[config.mk]
export PLATFORM = sky130hd
export DESIGN_NAME = sbpr_top
export DESIGN_NICKNAME = d
export VERILOG_FILES = /design/src/sbpr_pkg.sv /design/src/sbpr_page_mem.sv /design/src/sbpr_top.sv
export VERILOG_INCLUDE_DIRS = /design/src
export SDC_FILE = /design/constraint.sdc
export NUM_CORES = 1
export LEC_CHECK = 0
export BUFFER_PORTS_ARGS = -buffer_cell sky130_fd_sc_hd__buf_4
export CORE_MARGIN = 2
export CORE_UTILIZATION = 60
export DETAILED_ROUTE_END_ITERATION = 16
export PLACE_DENSITY = 0.78
export SYNTH_ARGS = -nofsm -noshare
export SYNTH_HDL_FRONTEND = slang
export SYNTH_SLANG_ARGS = --single-unit
[constraint.sdc]
create_clock -name aclk -period 2.4 [get_ports aclk]
set_input_delay 0.48 -clock aclk [delete_from_list [all_inputs] [get_ports aclk]]
set_output_delay 0.48 -clock aclk [all_outputs]
set_load 0.01 [all_outputs]
[src/sbpr_params.svh]
// register indices, field positions, reset values and timing figures of the base register bank
`ifndef SBPR_PARAMS_SVH
`define SBPR_PARAMS_SVH
// register indices; byte address is four times the index
`define SBPR_IDX_NODE 4'h0
`define SBPR_IDX_ROOTGAP 4'h1
`define SBPR_IDX_EXTPORT 4'h2
`define SBPR_IDX_SPDSTBY 4'h3
`define SBPR_IDX_LINKPWR 4'h4
`define SBPR_IDX_EVENT 4'h5
`define SBPR_IDX_LEGACY 4'h6
`define SBPR_IDX_PAGE 4'h7
// bit position 0 is the msb, so field bits are given as data bit numbers
`define SBPR_B_ROOT 1
`define SBPR_B_CPS 0
`define SBPR_B_HOLDOFF 7
`define SBPR_B_LONGRST 6
`define SBPR_B_STANDBY 4
`define SBPR_B_LINKCTL 7
`define SBPR_B_CONTEND 6
`define SBPR_B_WAKEEN 7
`define SBPR_B_SHORTRST 6
`define SBPR_B_CFGTO 5
`define SBPR_B_PWRDROP 4
`define SBPR_B_STATETO 3
`define SBPR_B_PORTEV 2
`define SBPR_B_ARBACC 1
`define SBPR_B_MULTISPD 0
// fixed field values and the gap count reset value
`define SBPR_GAP_RESET 6'h3f
`define SBPR_EXT_CODE 3'h7
`define SBPR_NUM_PORTS 4'h3
`define SBPR_LEGACY_SPD 3'h7
`define SBPR_DELAY_CODE 4'hf
`define SBPR_JITTER_CODE 3'h0
// bus reset lengths in ns and clock period in ns
`define SBPR_LONG_RESET_NS 166000
`define SBPR_SHORT_RESET_NS 1300
`define SBPR_CLK_NS 40
// axi responses
`define SBPR_RESP_OKAY 2'h0
`define SBPR_RESP_SLVERR 2'h2
`endif

[src/sbpr_pkg.sv]
// types of the base register bank
package sbpr_pkg;
  // bus reset generator state, one-hot
  typedef enum logic [2:0] {
    SBPR_RST_IDLE  = 3'h1,
    SBPR_RST_LONG  = 3'h2,
    SBPR_RST_SHORT = 3'h4
  } sbpr_rst_state_t;
endpackage

[src/sbpr_page_mem.sv]
// small byte memory holding the paged registers, registered read data
`timescale 1ns/1ps
`default_nettype none
module sbpr_page_mem #(
  parameter int ADDR_W = 6,
  parameter int DATA_W = 8
) (
  // clock and reset
  input wire logic aclk,
  input wire logic aresetn,
  // write port
  input wire logic we,
  input wire logic [ADDR_W-1:0] waddr,
  input wire logic [DATA_W-1:0] wdata,
  // read port
  input wire logic [ADDR_W-1:0] raddr,
  output logic [DATA_W-1:0] rdata
);
  // storage array, no reset
  logic [DATA_W-1:0] mem [0:(1<<ADDR_W)-1];

  // write
  always_ff @(posedge aclk) begin
    if (we) begin
      mem[waddr] <= wdata;
    end
  end

  // registered read
  always_ff @(posedge aclk) begin
    if (!aresetn) begin
      rdata <= '0;
    end else begin
      rdata <= mem[raddr];
    end
  end
endmodule
`default_nettype wire

[src/sbpr_top.sv]
// base register bank of a three-port serial bus phy, reached over axi4-lite
//
// Our own choice: the AXI4-Lite slave port.
`timescale 1ns/1ps
`default_nettype none
`include "sbpr_params.svh"
module sbpr_top import sbpr_pkg::*; #(
  parameter int AW = 8,
  parameter int LONG_CYC = (`SBPR_LONG_RESET_NS + `SBPR_CLK_NS - 1) / `SBPR_CLK_NS,
  parameter int SHORT_CYC = (`SBPR_SHORT_RESET_NS + `SBPR_CLK_NS - 1) / `SBPR_CLK_NS
) (
  // clock and reset
  input wire logic aclk,
  input wire logic aresetn,
  // axi4-lite write channels
  input wire logic [AW-1:0] awaddr,
  input wire logic awvalid,
  output logic awready,
  input wire logic [31:0] wdata,
  input wire logic [3:0] wstrb,
  input wire logic wvalid,
  output logic wready,
  output logic [1:0] bresp,
  output logic bvalid,
  input wire logic bready,
  // axi4-lite read channels
  input wire logic [AW-1:0] araddr,
  input wire logic arvalid,
  output logic arready,
  output logic [31:0] rdata,
  output logic [1:0] rresp,
  output logic rvalid,
  input wire logic rready,
  // events from the phy core
  input wire logic bus_reset_in,
  input wire logic self_id_done,
  input wire logic [5:0] self_id_node_number,
  input wire logic tree_id_root,
  input wire logic cfg_pkt_gap_load,
  input wire logic [5:0] cfg_pkt_gap_count,
  input wire logic cfg_pkt_holdoff_load,
  input wire logic cfg_pkt_holdoff,
  input wire logic traffic_busy,
  input wire logic resume_start,
  input wire logic config_timeout_event,
  input wire logic state_timeout_event,
  input wire logic standby_cmd,
  input wire logic leaf_node,
  // pins from outside the clock domain
  input wire logic cable_power_ok_pin,
  input wire logic link_power_status_in,
  input wire logic [2:0] pwr_class_strap,
  // outputs to the phy core
  output logic reg0_status_push,
  output logic [7:0] reg0_status_data,
  output logic node_number_valid,
  output logic bus_reset_drive,
  output logic bus_reset_is_short,
  output logic root_holdoff,
  output logic [5:0] gap_count,
  output logic standby_enter,
  output logic self_id_link_active,
  output logic self_id_contender,
  output logic [2:0] self_id_pwr_class,
  output logic [3:0] port_select
);
  localparam int CW = $clog2(((LONG_CYC > SHORT_CYC) ? LONG_CYC : SHORT_CYC) + 1); // longer one
  localparam logic [CW-1:0] LONG_LAST = CW'(LONG_CYC - 1);
  localparam logic [CW-1:0] SHORT_LAST = CW'(SHORT_CYC - 1);

  // register fields
  logic [5:0] node_number; // node number from self-id
  logic root_flag; // this node is root
  logic long_reset_request; // long reset pending
  logic standby_allow; // standby permitted
  logic link_active_ctl; // link active control
  logic contender; // contender bit
  logic [2:0] pwr_class; // power class
  logic port_event_wake_en; // wake enable
  logic short_reset_request; // short reset pending
  logic config_timeout_flag; // sticky timeout flag
  logic power_drop_flag; // sticky power drop flag
  logic state_timeout_flag; // sticky state timeout flag
  logic port_event_flag; // sticky port event flag
  logic arb_accel_en; // arbitration acceleration enable
  logic multispeed_en; // multispeed concatenation enable
  logic [7:0] legacy_reg; // max legacy speed, blink, bridge
  logic [2:0] page_select; // paged window choice
  logic strap_done; // strap captured
  logic gap_reset_pending; // a bus reset since last gap update

  // synchronisers and reset generator
  logic cps_s1, cps_s2, cps_s3; // cable power sync and edge stage
  logic lps_s1, lps_s2; // link power sync
  sbpr_rst_state_t rst_state;
  logic [CW-1:0] rst_cnt; // bus reset duration counter
  logic bus_reset_evt; // any bus reset begins this cycle
  logic own_start_long, own_start_short;

  // axi state
  logic aw_held, w_held; // channel payloads captured
  logic [AW-1:0] aw_addr;
  logic [7:0] w_byte; // low byte lane of the write
  logic w_lane; // low byte strobe
  logic rd_pend; // memory read in flight
  logic rd_err; // read address unmapped
  logic [3:0] rd_idx;
  logic rd_page_ok; // page holds real registers
  logic wr_fire; // write performed this cycle
  logic wr_err;
  logic [3:0] wr_idx;
  logic wr_base, wr_page_ok, wr_en;
  logic [7:0] mem_rdata;
  logic [7:0] base_rd; // composed base register value
  logic next_link_low_event;

  // pin synchronisers; second stage feeds the logic, cps_s3 only the cable power falling edge detect
  always_ff @(posedge aclk) begin
    if (!aresetn) begin
      cps_s1 <= 1'b0;
      cps_s2 <= 1'b0;
      cps_s3 <= 1'b0;
      lps_s1 <= 1'b0;
      lps_s2 <= 1'b0;
    end else begin
      cps_s1 <= cable_power_ok_pin;
      cps_s2 <= cps_s1;
      cps_s3 <= cps_s2;
      lps_s1 <= link_power_status_in;
      lps_s2 <= lps_s1;
    end
  end

  // write decode
  assign wr_fire = aw_held && w_held && !bvalid;
  assign wr_idx = aw_addr[5:2];
  assign wr_err = (aw_addr[AW-1:6] != '0) || (aw_addr[1:0] != 2'h0);
  assign wr_en = wr_fire && !wr_err && w_lane;
  assign wr_base = wr_en && !wr_idx[3];
  // pages 0, 1 and 7 hold storage, the rest are reserved
  assign wr_page_ok = (page_select <= 3'h1) || (page_select == 3'h7);

  // own reset starts: long first, only when no traffic and idle
  assign own_start_long = (rst_state == SBPR_RST_IDLE) && long_reset_request && !traffic_busy;
  assign own_start_short = (rst_state == SBPR_RST_IDLE) && !long_reset_request
                           && short_reset_request && !traffic_busy;
  assign bus_reset_evt = bus_reset_in || own_start_long || own_start_short;

  // bus reset generator
  always_ff @(posedge aclk) begin
    if (!aresetn) begin
      rst_state <= SBPR_RST_IDLE;
      rst_cnt <= '0;
    end else begin
      case (rst_state)
        SBPR_RST_IDLE: begin
          rst_cnt <= '0;
          if (own_start_long) begin
            rst_state <= SBPR_RST_LONG;
          end else if (own_start_short) begin
            rst_state <= SBPR_RST_SHORT;
          end
        end
        SBPR_RST_LONG: begin
          // held for the full long duration
          if (rst_cnt == LONG_LAST) begin
            rst_state <= SBPR_RST_IDLE;
          end else begin
            rst_cnt <= rst_cnt + 1'b1;
          end
        end
        SBPR_RST_SHORT: begin
          if (rst_cnt == SHORT_LAST) begin
            rst_state <= SBPR_RST_IDLE;
          end else begin
            rst_cnt <= rst_cnt + 1'b1;
          end
        end
        default: begin
          rst_state <= SBPR_RST_IDLE;
        end
      endcase
    end
  end
  assign bus_reset_drive = (rst_state != SBPR_RST_IDLE);
  assign bus_reset_is_short = (rst_state == SBPR_RST_SHORT);

  // node identity and root; status push marks the node number valid
  always_ff @(posedge aclk) begin
    if (!aresetn) begin
      node_number <= '0;
      node_number_valid <= 1'b0;
      root_flag <= 1'b0;
      reg0_status_push <= 1'b0;
      reg0_status_data <= '0;
    end else begin
      reg0_status_push <= 1'b0;
      if (tree_id_root) begin
        root_flag <= 1'b1;
      end else if (bus_reset_evt) begin
        root_flag <= 1'b0;
      end
      if (self_id_done) begin
        node_number <= self_id_node_number;
        node_number_valid <= 1'b1;
        reg0_status_push <= 1'b1;
        reg0_status_data <= {self_id_node_number, root_flag, cps_s2};
      end else if (bus_reset_evt) begin
        node_number_valid <= 1'b0;
      end
    end
  end

  // register 1: holdoff, long reset request, gap count
  always_ff @(posedge aclk) begin
    if (!aresetn) begin
      root_holdoff <= 1'b0;
      long_reset_request <= 1'b0;
      gap_count <= `SBPR_GAP_RESET;
      gap_reset_pending <= 1'b0;
    end else begin
      if (cfg_pkt_holdoff_load) begin
        root_holdoff <= cfg_pkt_holdoff;
      end else if (wr_base && wr_idx == `SBPR_IDX_ROOTGAP) begin
        root_holdoff <= w_byte[`SBPR_B_HOLDOFF];
      end
      if (bus_reset_evt) begin
        long_reset_request <= 1'b0;
      end else if (wr_base && wr_idx == `SBPR_IDX_ROOTGAP) begin
        long_reset_request <= w_byte[`SBPR_B_LONGRST];
      end
      if (cfg_pkt_gap_load) begin
        gap_count <= cfg_pkt_gap_count;
        gap_reset_pending <= 1'b0;
      end else if (wr_base && wr_idx == `SBPR_IDX_ROOTGAP) begin
        gap_count <= w_byte[5:0];
        gap_reset_pending <= 1'b0;
      end else if (bus_reset_evt) begin
        // second reset with no update in between restores the default
        if (gap_reset_pending) begin
          gap_count <= `SBPR_GAP_RESET;
        end
        gap_reset_pending <= 1'b1;
      end
    end
  end

  // registers 3, 4, 6, 7: plain writable fields
  always_ff @(posedge aclk) begin
    if (!aresetn) begin
      standby_allow <= 1'b0;
      link_active_ctl <= 1'b1;
      contender <= 1'b0;
      pwr_class <= '0;
      strap_done <= 1'b0;
      legacy_reg <= '0;
      page_select <= '0;
      port_select <= '0;
    end else begin
      // strap caught on the first edge after release
      if (!strap_done) begin
        pwr_class <= pwr_class_strap;
        strap_done <= 1'b1;
      end else if (wr_base && wr_idx == `SBPR_IDX_LINKPWR) begin
        pwr_class <= w_byte[2:0];
      end
      if (wr_base && wr_idx == `SBPR_IDX_SPDSTBY) begin
        standby_allow <= w_byte[`SBPR_B_STANDBY];
      end
      if (wr_base && wr_idx == `SBPR_IDX_LINKPWR) begin
        link_active_ctl <= w_byte[`SBPR_B_LINKCTL];
        contender <= w_byte[`SBPR_B_CONTEND];
      end
      if (wr_base && wr_idx == `SBPR_IDX_LEGACY) begin
        legacy_reg <= {w_byte[7:2], 2'h0};
      end
      if (wr_base && wr_idx == `SBPR_IDX_PAGE) begin
        page_select <= w_byte[7:5];
        port_select <= w_byte[3:0];
      end
    end
  end

  // standby grant only for leaf nodes with standby allowed
  always_ff @(posedge aclk) begin
    if (!aresetn) begin
      standby_enter <= 1'b0;
    end else begin
      standby_enter <= standby_cmd && standby_allow && leaf_node;
    end
  end

  // self-id packet fields
  assign self_id_link_active = link_active_ctl && lps_s2;
  assign self_id_contender = contender;
  assign self_id_pwr_class = pwr_class;

  // register 5: event flags, hardware set wins over write-one-to-clear
  assign next_link_low_event = (config_timeout_event || state_timeout_event
                               || (cps_s3 && !cps_s2)) && !lps_s2;
  always_ff @(posedge aclk) begin
    if (!aresetn) begin
      port_event_wake_en <= 1'b0;
      short_reset_request <= 1'b0;
      config_timeout_flag <= 1'b0;
      power_drop_flag <= 1'b0;
      state_timeout_flag <= 1'b0;
      port_event_flag <= 1'b0;
      arb_accel_en <= 1'b0;
      multispeed_en <= 1'b0;
    end else begin
      if (wr_base && wr_idx == `SBPR_IDX_EVENT) begin
        port_event_wake_en <= w_byte[`SBPR_B_WAKEEN];
        arb_accel_en <= w_byte[`SBPR_B_ARBACC];
        multispeed_en <= w_byte[`SBPR_B_MULTISPD];
      end
      if (bus_reset_evt) begin
        short_reset_request <= 1'b0;
      end else if (wr_base && wr_idx == `SBPR_IDX_EVENT) begin
        short_reset_request <= w_byte[`SBPR_B_SHORTRST];
      end
      if (config_timeout_event) begin
        config_timeout_flag <= 1'b1;
      end else if (wr_base && wr_idx == `SBPR_IDX_EVENT && w_byte[`SBPR_B_CFGTO]) begin
        config_timeout_flag <= 1'b0;
      end
      if (cps_s3 && !cps_s2) begin
        power_drop_flag <= 1'b1;
      end else if (wr_base && wr_idx == `SBPR_IDX_EVENT && w_byte[`SBPR_B_PWRDROP]) begin
        power_drop_flag <= 1'b0;
      end
      if (state_timeout_event) begin
        state_timeout_flag <= 1'b1;
      end else if (wr_base && wr_idx == `SBPR_IDX_EVENT && w_byte[`SBPR_B_STATETO]) begin
        state_timeout_flag <= 1'b0;
      end
      if (port_event_wake_en && (resume_start || next_link_low_event)) begin
        port_event_flag <= 1'b1;
      end else if (wr_base && wr_idx == `SBPR_IDX_EVENT && w_byte[`SBPR_B_PORTEV]) begin
        port_event_flag <= 1'b0;
      end
    end
  end

  // paged register storage, indexed by page and low address
  sbpr_page_mem #(
    .ADDR_W(6),
    .DATA_W(8)
  ) u_page_mem (
    .aclk(aclk),
    .aresetn(aresetn),
    .we(wr_en && wr_idx[3] && wr_page_ok),
    .waddr({page_select, wr_idx[2:0]}),
    .wdata(w_byte),
    .raddr({page_select, araddr[4:2]}),
    .rdata(mem_rdata)
  );

  // write channels: address and data taken in any order
  assign awready = !aw_held && !bvalid;
  assign wready = !w_held && !bvalid;
  always_ff @(posedge aclk) begin
    if (!aresetn) begin
      aw_held <= 1'b0;
      w_held <= 1'b0;
      aw_addr <= '0;
      w_byte <= '0;
      w_lane <= 1'b0;
      bvalid <= 1'b0;
      bresp <= `SBPR_RESP_OKAY;
    end else begin
      if (awvalid && awready) begin
        aw_held <= 1'b1;
        aw_addr <= awaddr;
      end
      if (wvalid && wready) begin
        w_held <= 1'b1;
        w_byte <= wdata[7:0];
        w_lane <= wstrb[0];
      end
      if (wr_fire) begin
        aw_held <= 1'b0;
        w_held <= 1'b0;
        bvalid <= 1'b1;
        bresp <= wr_err ? `SBPR_RESP_SLVERR : `SBPR_RESP_OKAY;
      end else if (bvalid && bready) begin
        bvalid <= 1'b0;
      end
    end
  end

  // base register read mux; fixed codes and zeros in reserved bits
  always_comb begin
    base_rd = 8'h00;
    case (rd_idx)
      `SBPR_IDX_NODE: base_rd = {node_number, root_flag, cps_s2};
      `SBPR_IDX_ROOTGAP: base_rd = {root_holdoff, long_reset_request, gap_count};
      `SBPR_IDX_EXTPORT: base_rd = {`SBPR_EXT_CODE, 1'b0, `SBPR_NUM_PORTS};
      `SBPR_IDX_SPDSTBY: base_rd = {`SBPR_LEGACY_SPD, standby_allow, `SBPR_DELAY_CODE};
      `SBPR_IDX_LINKPWR: base_rd = {link_active_ctl, contender, `SBPR_JITTER_CODE, pwr_class};
      `SBPR_IDX_EVENT: base_rd = {port_event_wake_en, short_reset_request, config_timeout_flag,
                                  power_drop_flag, state_timeout_flag, port_event_flag,
                                  arb_accel_en, multispeed_en};
      `SBPR_IDX_LEGACY: base_rd = legacy_reg;
      `SBPR_IDX_PAGE: base_rd = {page_select, 1'b0, port_select};
      default: base_rd = 8'h00;
    endcase
  end

  // read channel: one cycle for the memory, then the answer; no side effects
  assign arready = !rd_pend && !rvalid;
  always_ff @(posedge aclk) begin
    if (!aresetn) begin
      rd_pend <= 1'b0;
      rd_err <= 1'b0;
      rd_idx <= '0;
      rd_page_ok <= 1'b0;
      rvalid <= 1'b0;
      rdata <= '0;
      rresp <= `SBPR_RESP_OKAY;
    end else begin
      if (arvalid && arready) begin
        rd_pend <= 1'b1;
        rd_idx <= araddr[5:2];
        rd_err <= (araddr[AW-1:6] != '0) || (araddr[1:0] != 2'h0);
        rd_page_ok <= (page_select <= 3'h1) || (page_select == 3'h7);
      end
      if (rd_pend) begin
        rd_pend <= 1'b0;
        rvalid <= 1'b1;
        rresp <= rd_err ? `SBPR_RESP_SLVERR : `SBPR_RESP_OKAY;
        if (rd_err) begin
          rdata <= '0;
        end else if (rd_idx[3]) begin
          rdata <= {24'h000000, rd_page_ok ? mem_rdata : 8'h00};
        end else begin
          rdata <= {24'h000000, base_rd};
        end
      end else if (rvalid && rready) begin
        rvalid <= 1'b0;
      end
    end
  end
endmodule
`default_nettype wire

==> impl_metrics.tcl, run 1 <==
set metrics [dict create \
    outcome "finished, final reports clean" \
    groute.usage.overall 0.239 \
    placedInstanceArea_mm2 0.0278 \
    largest_register_ffs 512 \
    placeableCoreArea_mm2 0.0408 \
    mostFrequentLayoutCell "sky130_fd_sc_hd__edfxtp_1" \
    crit_path_required_time_ns 2.91 \
    rsz0062_at_grt "false" \
    htree_levels 2 \
    setup_tns_ns 0 \
    post-cts-setup-buffer-count 0 \
    die_h_um 207 \
    worstMarginPinSlew_ns 0.909 \
    largest_net_degree_at_the_start_of_global_routing 74 \
    avgRoutedWirePerCell_um 19.9 \
    setup_ws_ns 0.188 \
    yosysSeqAreaShare 0.712 \
    rows 74 \
    syn_inst 1473 \
    clkSinkCount 628 \
    drtAntennaViolNets 0 \
    port_buffers 104 \
    numCtsBuffers 60 \
    average_vias_per_placed_instance 5.50 \
    total_power_mw 23.4 \
    antenna_found_initial 0 \
    die-area_mm2 0.0430 \
    area_growth_from_synthesis_to_layout_pct 20.1 \
    grt_pass1_wl_mm 78.8 \
    finalCritPeriodShare 0.922 \
    synth.distinct_cells 66 \
    globalRouteOverflowTotal 0 \
    die-width_um 207 \
    grt_pass1_vias 14200 \
    drive_above_1_share 0.215 \
    vdd.ir_drop.worst_mv 0.593 \
    detailroute.via_count 14100 \
    fin_cells 2556 \
    root_cell_of_the_clock_tree "sky130_fd_sc_hd__clkbuf_16" \
    antenna-diode-count 0 \
    largestRegisters "u_page_mem.mem x512, rst_cnt x13" \
    drtIter0Drc 1317 \
    final_cell_mix "sky130_fd_sc_hd__edfxtp_1 (512), sky130_fd_sc_hd__conb_1 (346), sky130_fd_sc_hd__buf_4 (183)" \
    min_path_type "in2reg" \
    dpl.cell_count 2444 \
    hold_ws_ns 0.0787 \
    maxCapViolations 0 \
    syn-cell-area_mm2 0.0248 \
    clock_insertion_delay_worst_skew_ns 0.61 \
    worst_path_arrival_ns 2.72 \
    finish.utilization 0.731 \
    timing.critical_path.from_type "flop" \
    power_density_mw_per_mm2 784 \
    ctsHoldBuffers 0 \
    synth-edff-count 512 \
    total_of_flip_flops_plus_latches_after_synthesis 628 \
    hpwl_after_detailed_placement_mm 32.7 \
    yosysWarnings 0 \
    critPathCaptureType "flop" \
    leakagePower_nw 11.2 \
    ys_async_sr_fraction 0 \
    max-clock-path-buffers 3 \
    final-setup-viol-count 0 \
    first_pass_drt_iterations 5 \
    drc 0 \
    start_util 0.608 \
    syn-mean-instance-area_um2 16.9 \
    postRouteWirelength_mm 50.8 \
    place_worst_setup_slack_ns -0.0402 \
    period_minus_slack_ns 2.21 \
    crit_fanout 8 \
    gp_congestion 0.885 \
    report.final.hold_viol_count 0 \
    finalMaxSlewViolations 0 \
    largest_register "u_page_mem.mem" \
    cts_tree "done" \
    crit_type "reg2reg" \
    summed_area_of_non_filler_cells_in_the_final_layout_mm2 0.0298 \
    final_nets 2065 \
    synth_flop_cell "sky130_fd_sc_hd__edfxtp_1" \
    maximum_clock_frequency_ghz 0.452 \
    slew-limit-headroom 0.394 \
    ios 158 \
    clk_transition_reported_paths_ns 0.06 \
    clock_skew_ns 0.0189 \
]
[power breakdown]
| part | internal (mW) | switching, mW | total, mW | leakage [nW] |
|---|---|---|---|---|
| combinational | 0.670 | 0.807 | 1.48 | 4.26 |
| clock | 5.44 | 3.91 | 9.34 | 0.981 |
| sequential | 12.3 | 0.247 | 12.6 | 5.98 |
[per-layer routing]
metal	track usage	up-vias	share of wire
li1	-	6405	-
met1	0.311	6981	0.40
met2	0.403	575	0.50
met3	0.0539	106	0.074
met4	0.0776	0	0.029
met5	0	-	0
[synth_stat cells, types with 2 or more instances]
cell type	count	area (µm²)
sky130_fd_sc_hd__o21ai_0	18	90.1
sky130_fd_sc_hd__nor4_1	5	31.3
sky130_fd_sc_hd__a311oi_1	3	26.3
sky130_fd_sc_hd__o31a_1	2	17.5
sky130_fd_sc_hd__a211oi_1	23	173
sky130_fd_sc_hd__nor3_1	13	65.1
sky130_fd_sc_hd__clkbuf_1	41	154
sky130_fd_sc_hd__nand3_1	19	95.1
sky130_fd_sc_hd__buf_6	7	78.8
sky130_fd_sc_hd__nor2b_1	21	131
sky130_fd_sc_hd__buf_8	2	30.0
sky130_fd_sc_hd__o31ai_1	2	15.0
sky130_fd_sc_hd__a221oi_1	3	26.3
sky130_fd_sc_hd__nor2_1	119	447
sky130_fd_sc_hd__dfxtp_1	116	2320
sky130_fd_sc_hd__a21oi_1	52	260
sky130_fd_sc_hd__edfxtp_1	512	15400
sky130_fd_sc_hd__inv_1	15	56.3
sky130_fd_sc_hd__nand4_1	10	62.6
sky130_fd_sc_hd__nand3b_1	3	22.5
sky130_fd_sc_hd__buf_2	19	95.1
sky130_fd_sc_hd__and3_1	3	18.8
sky130_fd_sc_hd__o211ai_1	4	30.0
sky130_fd_sc_hd__inv_2	2	7.51
sky130_fd_sc_hd__ha_1	3	37.5
sky130_fd_sc_hd__nor2_2	5	31.3
sky130_fd_sc_hd__nor3b_1	4	30.0
sky130_fd_sc_hd__a22oi_1	4	30.0
sky130_fd_sc_hd__and2_1	11	68.8
sky130_fd_sc_hd__o221ai_1	2	17.5
sky130_fd_sc_hd__buf_4	30	225
sky130_fd_sc_hd__nand2b_1	8	50.1
sky130_fd_sc_hd__nand2_1	81	304
sky130_fd_sc_hd__buf_1	2	7.51
sky130_fd_sc_hd__and4_1	3	26.3
sky130_fd_sc_hd__o2111ai_1	2	17.5
sky130_fd_sc_hd__mux4_1	3	78.8
sky130_fd_sc_hd__a31oi_1	12	75.1
sky130_fd_sc_hd__xnor2_1	11	96.3
sky130_fd_sc_hd__mux2_2	3	33.8
sky130_fd_sc_hd__mux4_2	114	2570
sky130_fd_sc_hd__o22ai_1	22	138
sky130_fd_sc_hd__mux2i_1	116	1160
[cell families (layout without fill, tap and decap cells)]
group / Yosys count / in the layout / synth area share
other: 1 / 346 / 0.000151
XOR/XNOR: 11 / 11 / 0.00388
adder cells (fa/ha/maj): 3 / 3 / 0.00151
buffers and inverters: 120 / 326 / 0.0273
AO/OA/AOI/OAI: 160 / 160 / 0.0410
AND/OR/NAND/NOR: 314 / 314 / 0.0591
multiplexers: 236 / 236 / 0.155
flip-flops: 628 / 628 / 0.712
[final cells by class]
cell class	instances	area [µm²]
fill	2418	11000
tap	532	666
clock buffer	79	1710
sequential	628	17700
inverter	18	67.6
multi-input combinational	1070	7770
clock inverter	33	277
timing repair buffer	196	1630
[worst paths after layout]
kind,start,to,slack (ns),cells after the start
max,page_select[0],u_page_mem.rdata[0],0.19,6
min,cable_power_ok_pin,cps_s1,0.08,2
max reg2reg,page_select[0],u_page_mem.rdata[0],0.19,6
min reg2reg,cps_s1,cps_s2,0.45,1
[repair_timing]
action,CTS,global route
hold endpoints to repair,0,0
setup endpoints to repair,1,1
resized for setup,1,1
pin swaps,0,0
[worst max-delay path, cell delays in order, from the launching register on]
cell                       delay [ns]
sky130_fd_sc_hd__dfxtp_1         0.55
sky130_fd_sc_hd__clkinv_1        0.17
sky130_fd_sc_hd__nor2_2          0.39
sky130_fd_sc_hd__nand2_1         0.44
sky130_fd_sc_hd__o22ai_1         0.24
sky130_fd_sc_hd__nor2_1          0.08
sky130_fd_sc_hd__a21oi_1         0.25
Power figures use the tool's default switching activity.
==> inputs of run 2 (changes only) <==
--- a/config.mk
+++ b/config.mk
@@ -7,7 +7,6 @@
 export NUM_CORES = 1
 export LEC_CHECK = 0
 export BUFFER_PORTS_ARGS = -buffer_cell sky130_fd_sc_hd__buf_4
-export CORE_MARGIN = 2
 export CORE_UTILIZATION = 60
 export DETAILED_ROUTE_END_ITERATION = 16
 export PLACE_DENSITY = 0.78
==> impl_metrics.tcl, run 2 (synthesis results as in run 1) <==
set metrics [dict create \
    outcome "finished, final reports clean" \
    largestRegisters "u_page_mem.mem x512, rst_cnt x13" \
    drtAntennaViolNets 0 \
    die-width_um 205 \
    antenna-diode-count 0 \
    worst-r2r-setup-slack_ns 0.09 \
    rsz0062_at_grt "false" \
    power_density_mw_per_mm2 793 \
    dpl.cell_count 2456 \
    total_power_mw 23.8 \
    largest_register_ffs 512 \
    htree_levels 2 \
    detailroute.via_count 14000 \
    die-area_mm2 0.0422 \
    maxCapViolations 0 \
    timing.rr.start "aw_addr[7]" \
    drc 0 \
    cp_startpoint "aw_addr[7]" \
    ctsHoldBuffers 0 \
    post-cts-setup-buffer-count 0 \
    groute.usage.overall 0.245 \
    port_buffers 104 \
    drive_above_1_share 0.213 \
    placedInstanceArea_mm2 0.0279 \
    finalCritPeriodShare 0.963 \
    final_cell_mix "sky130_fd_sc_hd__edfxtp_1 (512), sky130_fd_sc_hd__conb_1 (346), sky130_fd_sc_hd__buf_4 (195)" \
    antenna_found_initial 0 \
    avgRoutedWirePerCell_um 19.6 \
    fin_cells 2571 \
    period_minus_slack_ns 2.31 \
    summed_area_of_non_filler_cells_in_the_final_layout_mm2 0.0300 \
    numCtsBuffers 61 \
    grt_pass1_vias 14200 \
    placeableCoreArea_mm2 0.0408 \
    finalMaxSlewViolations 0 \
    critical_path.endpoint "u_page_mem.mem[5][3]" \
    clock_skew_ns 0.0169 \
    maximum_clock_frequency_ghz 0.433 \
    rows 74 \
    report.final.hold_viol_count 0 \
    largest_register "u_page_mem.mem" \
    place_worst_setup_slack_ns -0.0183 \
    critPathCaptureType "flop" \
    worstMarginPinSlew_ns 0.644 \
    min_path_type "in2reg" \
    cts_resized 0 \
    clk_transition_reported_paths_ns 0.06 \
    die_h_um 205 \
    ios 158 \
    final-setup-viol-count 0 \
    crit-reg2reg-capture "u_page_mem.mem[5][3]" \
    final.fill_count 2464 \
    crit_path_required_time_ns 2.72 \
    cts_tree "done" \
    root_cell_of_the_clock_tree "sky130_fd_sc_hd__clkbuf_16" \
    clkSinkCount 628 \
    first_pass_drt_iterations 5 \
    postRouteWirelength_mm 50.5 \
    final_nets 2078 \
    start_util 0.608 \
    slew-limit-headroom 0.571 \
    crit_type "reg2reg" \
    drtIter0Drc 1382 \
    crit_fanout 8 \
    clock_insertion_delay_worst_skew_ns 0.61 \
    largest_net_degree_at_the_start_of_global_routing 75 \
    average_vias_per_placed_instance 5.45 \
    vdd.ir_drop.worst_mv 0.547 \
    area_growth_from_synthesis_to_layout_pct 20.7 \
    hpwl_after_detailed_placement_mm 32.6 \
    worst_path_arrival_ns 2.63 \
    mostFrequentLayoutCell "sky130_fd_sc_hd__edfxtp_1" \
    gp_congestion 0.888 \
    globalRouteOverflowTotal 0 \
    setup_ws_ns 0.0882 \
    leakagePower_nw 11.3 \
    r2r.worst_path.cells 5 \
    max-clock-path-buffers 3 \
    grt_pass1_wl_mm 77.2 \
    timing.critical_path.from_type "flop" \
]
run 2: worst min path at each step:
stage	start	to	slack, ns	cells past startpoint
4_1_cts	tree_id_root	root_flag	0.05	3
6_report	tree_id_root	root_flag	0.08	3
5_1_grt	cable_power_ok_pin	cps_s1	0.07	2
2_1_floorplan	cps_s1	cps_s2	0.41	1
3_5_place_dp	cps_s1	cps_s2	0.42	1
3_3_place_gp	lps_s1	lps_s2	0.43	1
run 2: critical path, stage by stage (launching register included):
cell and delay [ns]:
sky130_fd_sc_hd__dfxtp_1 0.33, sky130_fd_sc_hd__nor4_2 0.43, sky130_fd_sc_hd__and3_1 0.37, sky130_fd_sc_hd__nand3_1 0.29, sky130_fd_sc_hd__nor2_1 0.38, sky130_fd_sc_hd__buf_4 0.23
run 2: through the flow:
stage | TNS, ns | util | hold WS [ns]
5_1_grt | 0 | 0.734 | 0.0742
2_1_floorplan | 0 | - | 0.412
3_3_place_gp | 0 | 0.684 | 0.433
4_1_cts | 0 | 0.734 | 0.0484
6_report | 0 | 0.734 | 0.0757
3_5_place_dp | -0.0207 | 0.684 | 0.423
run 2: layer usage:
metal | share of wire | vias to the layer above | global-route usage | routed length, µm
li1 | - | 6419 | - | -
met4 | 0.032 | 0 | 0.0976 | 1630
met3 | 0.067 | 120 | 0.0442 | 3400
met5 | 0 | - | 0 | 0
met2 | 0.51 | 506 | 0.423 | 25500
met1 | 0.40 | 6975 | 0.307 | 19900
run 2: power breakdown:
group,leakage (nW),internal [mW],switching (mW)
Clock,0.997,5.84,3.88
Sequential,5.98,12.3,0.221
Combinational,4.32,0.669,0.816
Total,11.3,18.8,4.91
run 2: cell type report:
type                            instances  area [µm²]  share of cell area
Multi-Input combinational cell       1070        7770               0.259
Inverter                               18        67.6             0.00225
Timing Repair Buffer                  208        1720              0.0573
Sequential cell                       628       17700               0.591
Tap cell                              532         666              0.0222
Clock buffer                           87        1690              0.0563
Clock inverter                         28         367              0.0122
==> inputs of run 3 (changes only) <==
--- a/config.mk
+++ b/config.mk
@@ -6,7 +6,7 @@
 export SDC_FILE = /design/constraint.sdc
 export NUM_CORES = 1
 export LEC_CHECK = 0
-export BUFFER_PORTS_ARGS = -buffer_cell sky130_fd_sc_hd__buf_4
+export BUFFER_PORTS_ARGS = -buffer_cell sky130_fd_sc_hd__buf_2
 export CORE_UTILIZATION = 60
 export DETAILED_ROUTE_END_ITERATION = 16
 export PLACE_DENSITY = 0.78
==> impl_metrics.tcl, run 3 (synthesis results as in run 1) <==
set metrics [dict create \
    outcome "finished, final reports clean" \
    maximum_clock_frequency_ghz 0.436 \
    final-seq-area_mm2 0.0177 \
    start_util 0.608 \
    maxCapViolations 0 \
    worst-r2r-setup-slack_ns 0.10 \
    clock_skew_ns 0.0128 \
    cts_tree "done" \
    report.final.hold_viol_count 0 \
    die-area_mm2 0.0422 \
    largest_register "u_page_mem.mem" \
    hpwl_after_detailed_placement_mm 34.3 \
    final-setup-viol-count 0 \
    leakagePower_nw 11.3 \
    average_vias_per_placed_instance 5.53 \
    finish.utilization 0.730 \
    crit_fanout 8 \
    multi_input_comb_area_mm2 0.00777 \
    final_nets 2099 \
    first_pass_drt_iterations 5 \
    clkSinkCount 628 \
    min_path_type "in2reg" \
    critPathCaptureType "flop" \
    hold_ws_ns 0.0858 \
    power_density_mw_per_mm2 782 \
    final_cell_mix "sky130_fd_sc_hd__edfxtp_1 (512), sky130_fd_sc_hd__conb_1 (346), sky130_fd_sc_hd__nor2_1 (119)" \
    period_minus_slack_ns 2.30 \
    max-clock-path-buffers 3 \
    globalRouteOverflowTotal 0 \
    gp_congestion 0.929 \
    r2r.worst_path.cells 5 \
    slew-limit-headroom 0.441 \
    groute.usage.overall 0.253 \
    ctsHoldBuffers 0 \
    vdd.ir_drop.worst_mv 0.582 \
    worstMarginPinSlew_ns 0.839 \
    clock_insertion_delay_worst_skew_ns 0.61 \
    setup_tns_ns 0 \
    rows 74 \
    drtAntennaViolNets 0 \
    grt_pass1_wl_mm 79.3 \
    ios 158 \
    holdPathEnd "root_flag" \
    placeableCoreArea_mm2 0.0408 \
    hold_path.startpoint "tree_id_root" \
    largestRegisters "u_page_mem.mem x512, rst_cnt x13" \
    mostFrequentLayoutCell "sky130_fd_sc_hd__edfxtp_1" \
    grt_pass1_vias 14600 \
    rsz0062_at_grt "false" \
    antenna_found_initial 0 \
    numCtsBuffers 60 \
    die-width_um 205 \
    detailroute.via_count 14300 \
    largest_net_degree_at_the_start_of_global_routing 65 \
    timing.critical_path.from_type "flop" \
    area_growth_from_synthesis_to_layout_pct 19.9 \
    finalMaxSlewViolations 0 \
    crit-reg2reg-capture "u_page_mem.mem[6][1]" \
    antenna-diode-count 0 \
    clk_transition_reported_paths_ns 0.06 \
    largest_register_ffs 512 \
    worst_hold_path.num_cells 3 \
    htree_levels 2 \
    drtIter0Drc 1389 \
    port_buffers 104 \
    worst_path_arrival_ns 2.61 \
    drc 0 \
    final.fill_count 2468 \
    drive_above_1_share 0.220 \
    crit_type "reg2reg" \
    postRouteWirelength_mm 51.8 \
    crit_path_required_time_ns 2.72 \
    root_cell_of_the_clock_tree "sky130_fd_sc_hd__clkbuf_16" \
    timing.rr.start "aw_addr[7]" \
    die_h_um 205 \
    finalCritPeriodShare 0.956 \
    avgRoutedWirePerCell_um 20.0 \
]
[run 3: cell count changes in the layout (fill, tap and decap cells not counted), sizes merged]
cell      previous run  this run
bufinv               9         5
clkinv              17        19
buf                207       229
clkbuf              88        84
clkinvlp             2         5
inv                 18        17
[run 3: layout make-up]
| class | instances | area share |
|---|---|---|
| sequential | 628 | 0.594 |
| multi-input combinational | 1070 | 0.261 |
| clock buffer | 83 | 0.0557 |
| timing repair buffer | 230 | 0.0552 |
| tap | 532 | 0.0223 |
| clock inverter | 28 | 0.00911 |
| inverter | 18 | 0.00227 |
[run 3: worst max-delay path: stages (launching register included)]
cell and delay (ns):
sky130_fd_sc_hd__dfxtp_1 0.32, sky130_fd_sc_hd__nor4_2 0.46, sky130_fd_sc_hd__and3_1 0.35, sky130_fd_sc_hd__nand3_1 0.30, sky130_fd_sc_hd__nor2_1 0.35, sky130_fd_sc_hd__buf_4 0.23
[run 3: timing repair]
action / in CTS / in global routing
gates resized for setup: 0 / 1
buffers inserted: 0 / 0
setup endpoints to repair: 0 / 1
[run 3: where the power goes]
group / internal (mW) / switching [mW]
clock: 5.35 / 3.88
sequential: 12.3 / 0.261
combinational: 0.656 / 0.796
[run 3: how the worst max path moves through the flow]
stage | start | end | cells past startpoint
detailed placement | araddr[2] | u_page_mem.rdata[2] | 8
global route | aw_addr[7] | u_page_mem.mem[6][1] | 5
CTS | aw_addr[7] | gap_count[4] | 6
global placement | araddr[2] | u_page_mem.rdata[4] | 8
floorplan | araddr[3] | u_page_mem.rdata[2] | 8
finish | aw_addr[7] | u_page_mem.mem[6][1] | 5
[run 3: per-layer routing]
| layer | vias up | share of wire | global-route usage |
|---|---|---|---|
| met4 | 0 | 0.039 | 0.107 |
| met3 | 126 | 0.078 | 0.0540 |
| met1 | 7142 | 0.37 | 0.307 |
| met2 | 589 | 0.51 | 0.439 |
| met5 | - | 0 | 0 |
| li1 | 6463 | - | - |
[run 3: through the flow]
step	instances	setup WS, ns	cell area, µm²	power [mW]
6_report	2589	0.105	29800	23.3
5_1_grt	2589	0.0381	29800	24.0
3_5_place_dp	2478	-0.101	27900	14.2
3_3_place_gp	2478	-0.0770	27900	14.2
4_1_cts	2589	0.146	29800	23.4
2_1_floorplan	1818	0.219	26100	13.7
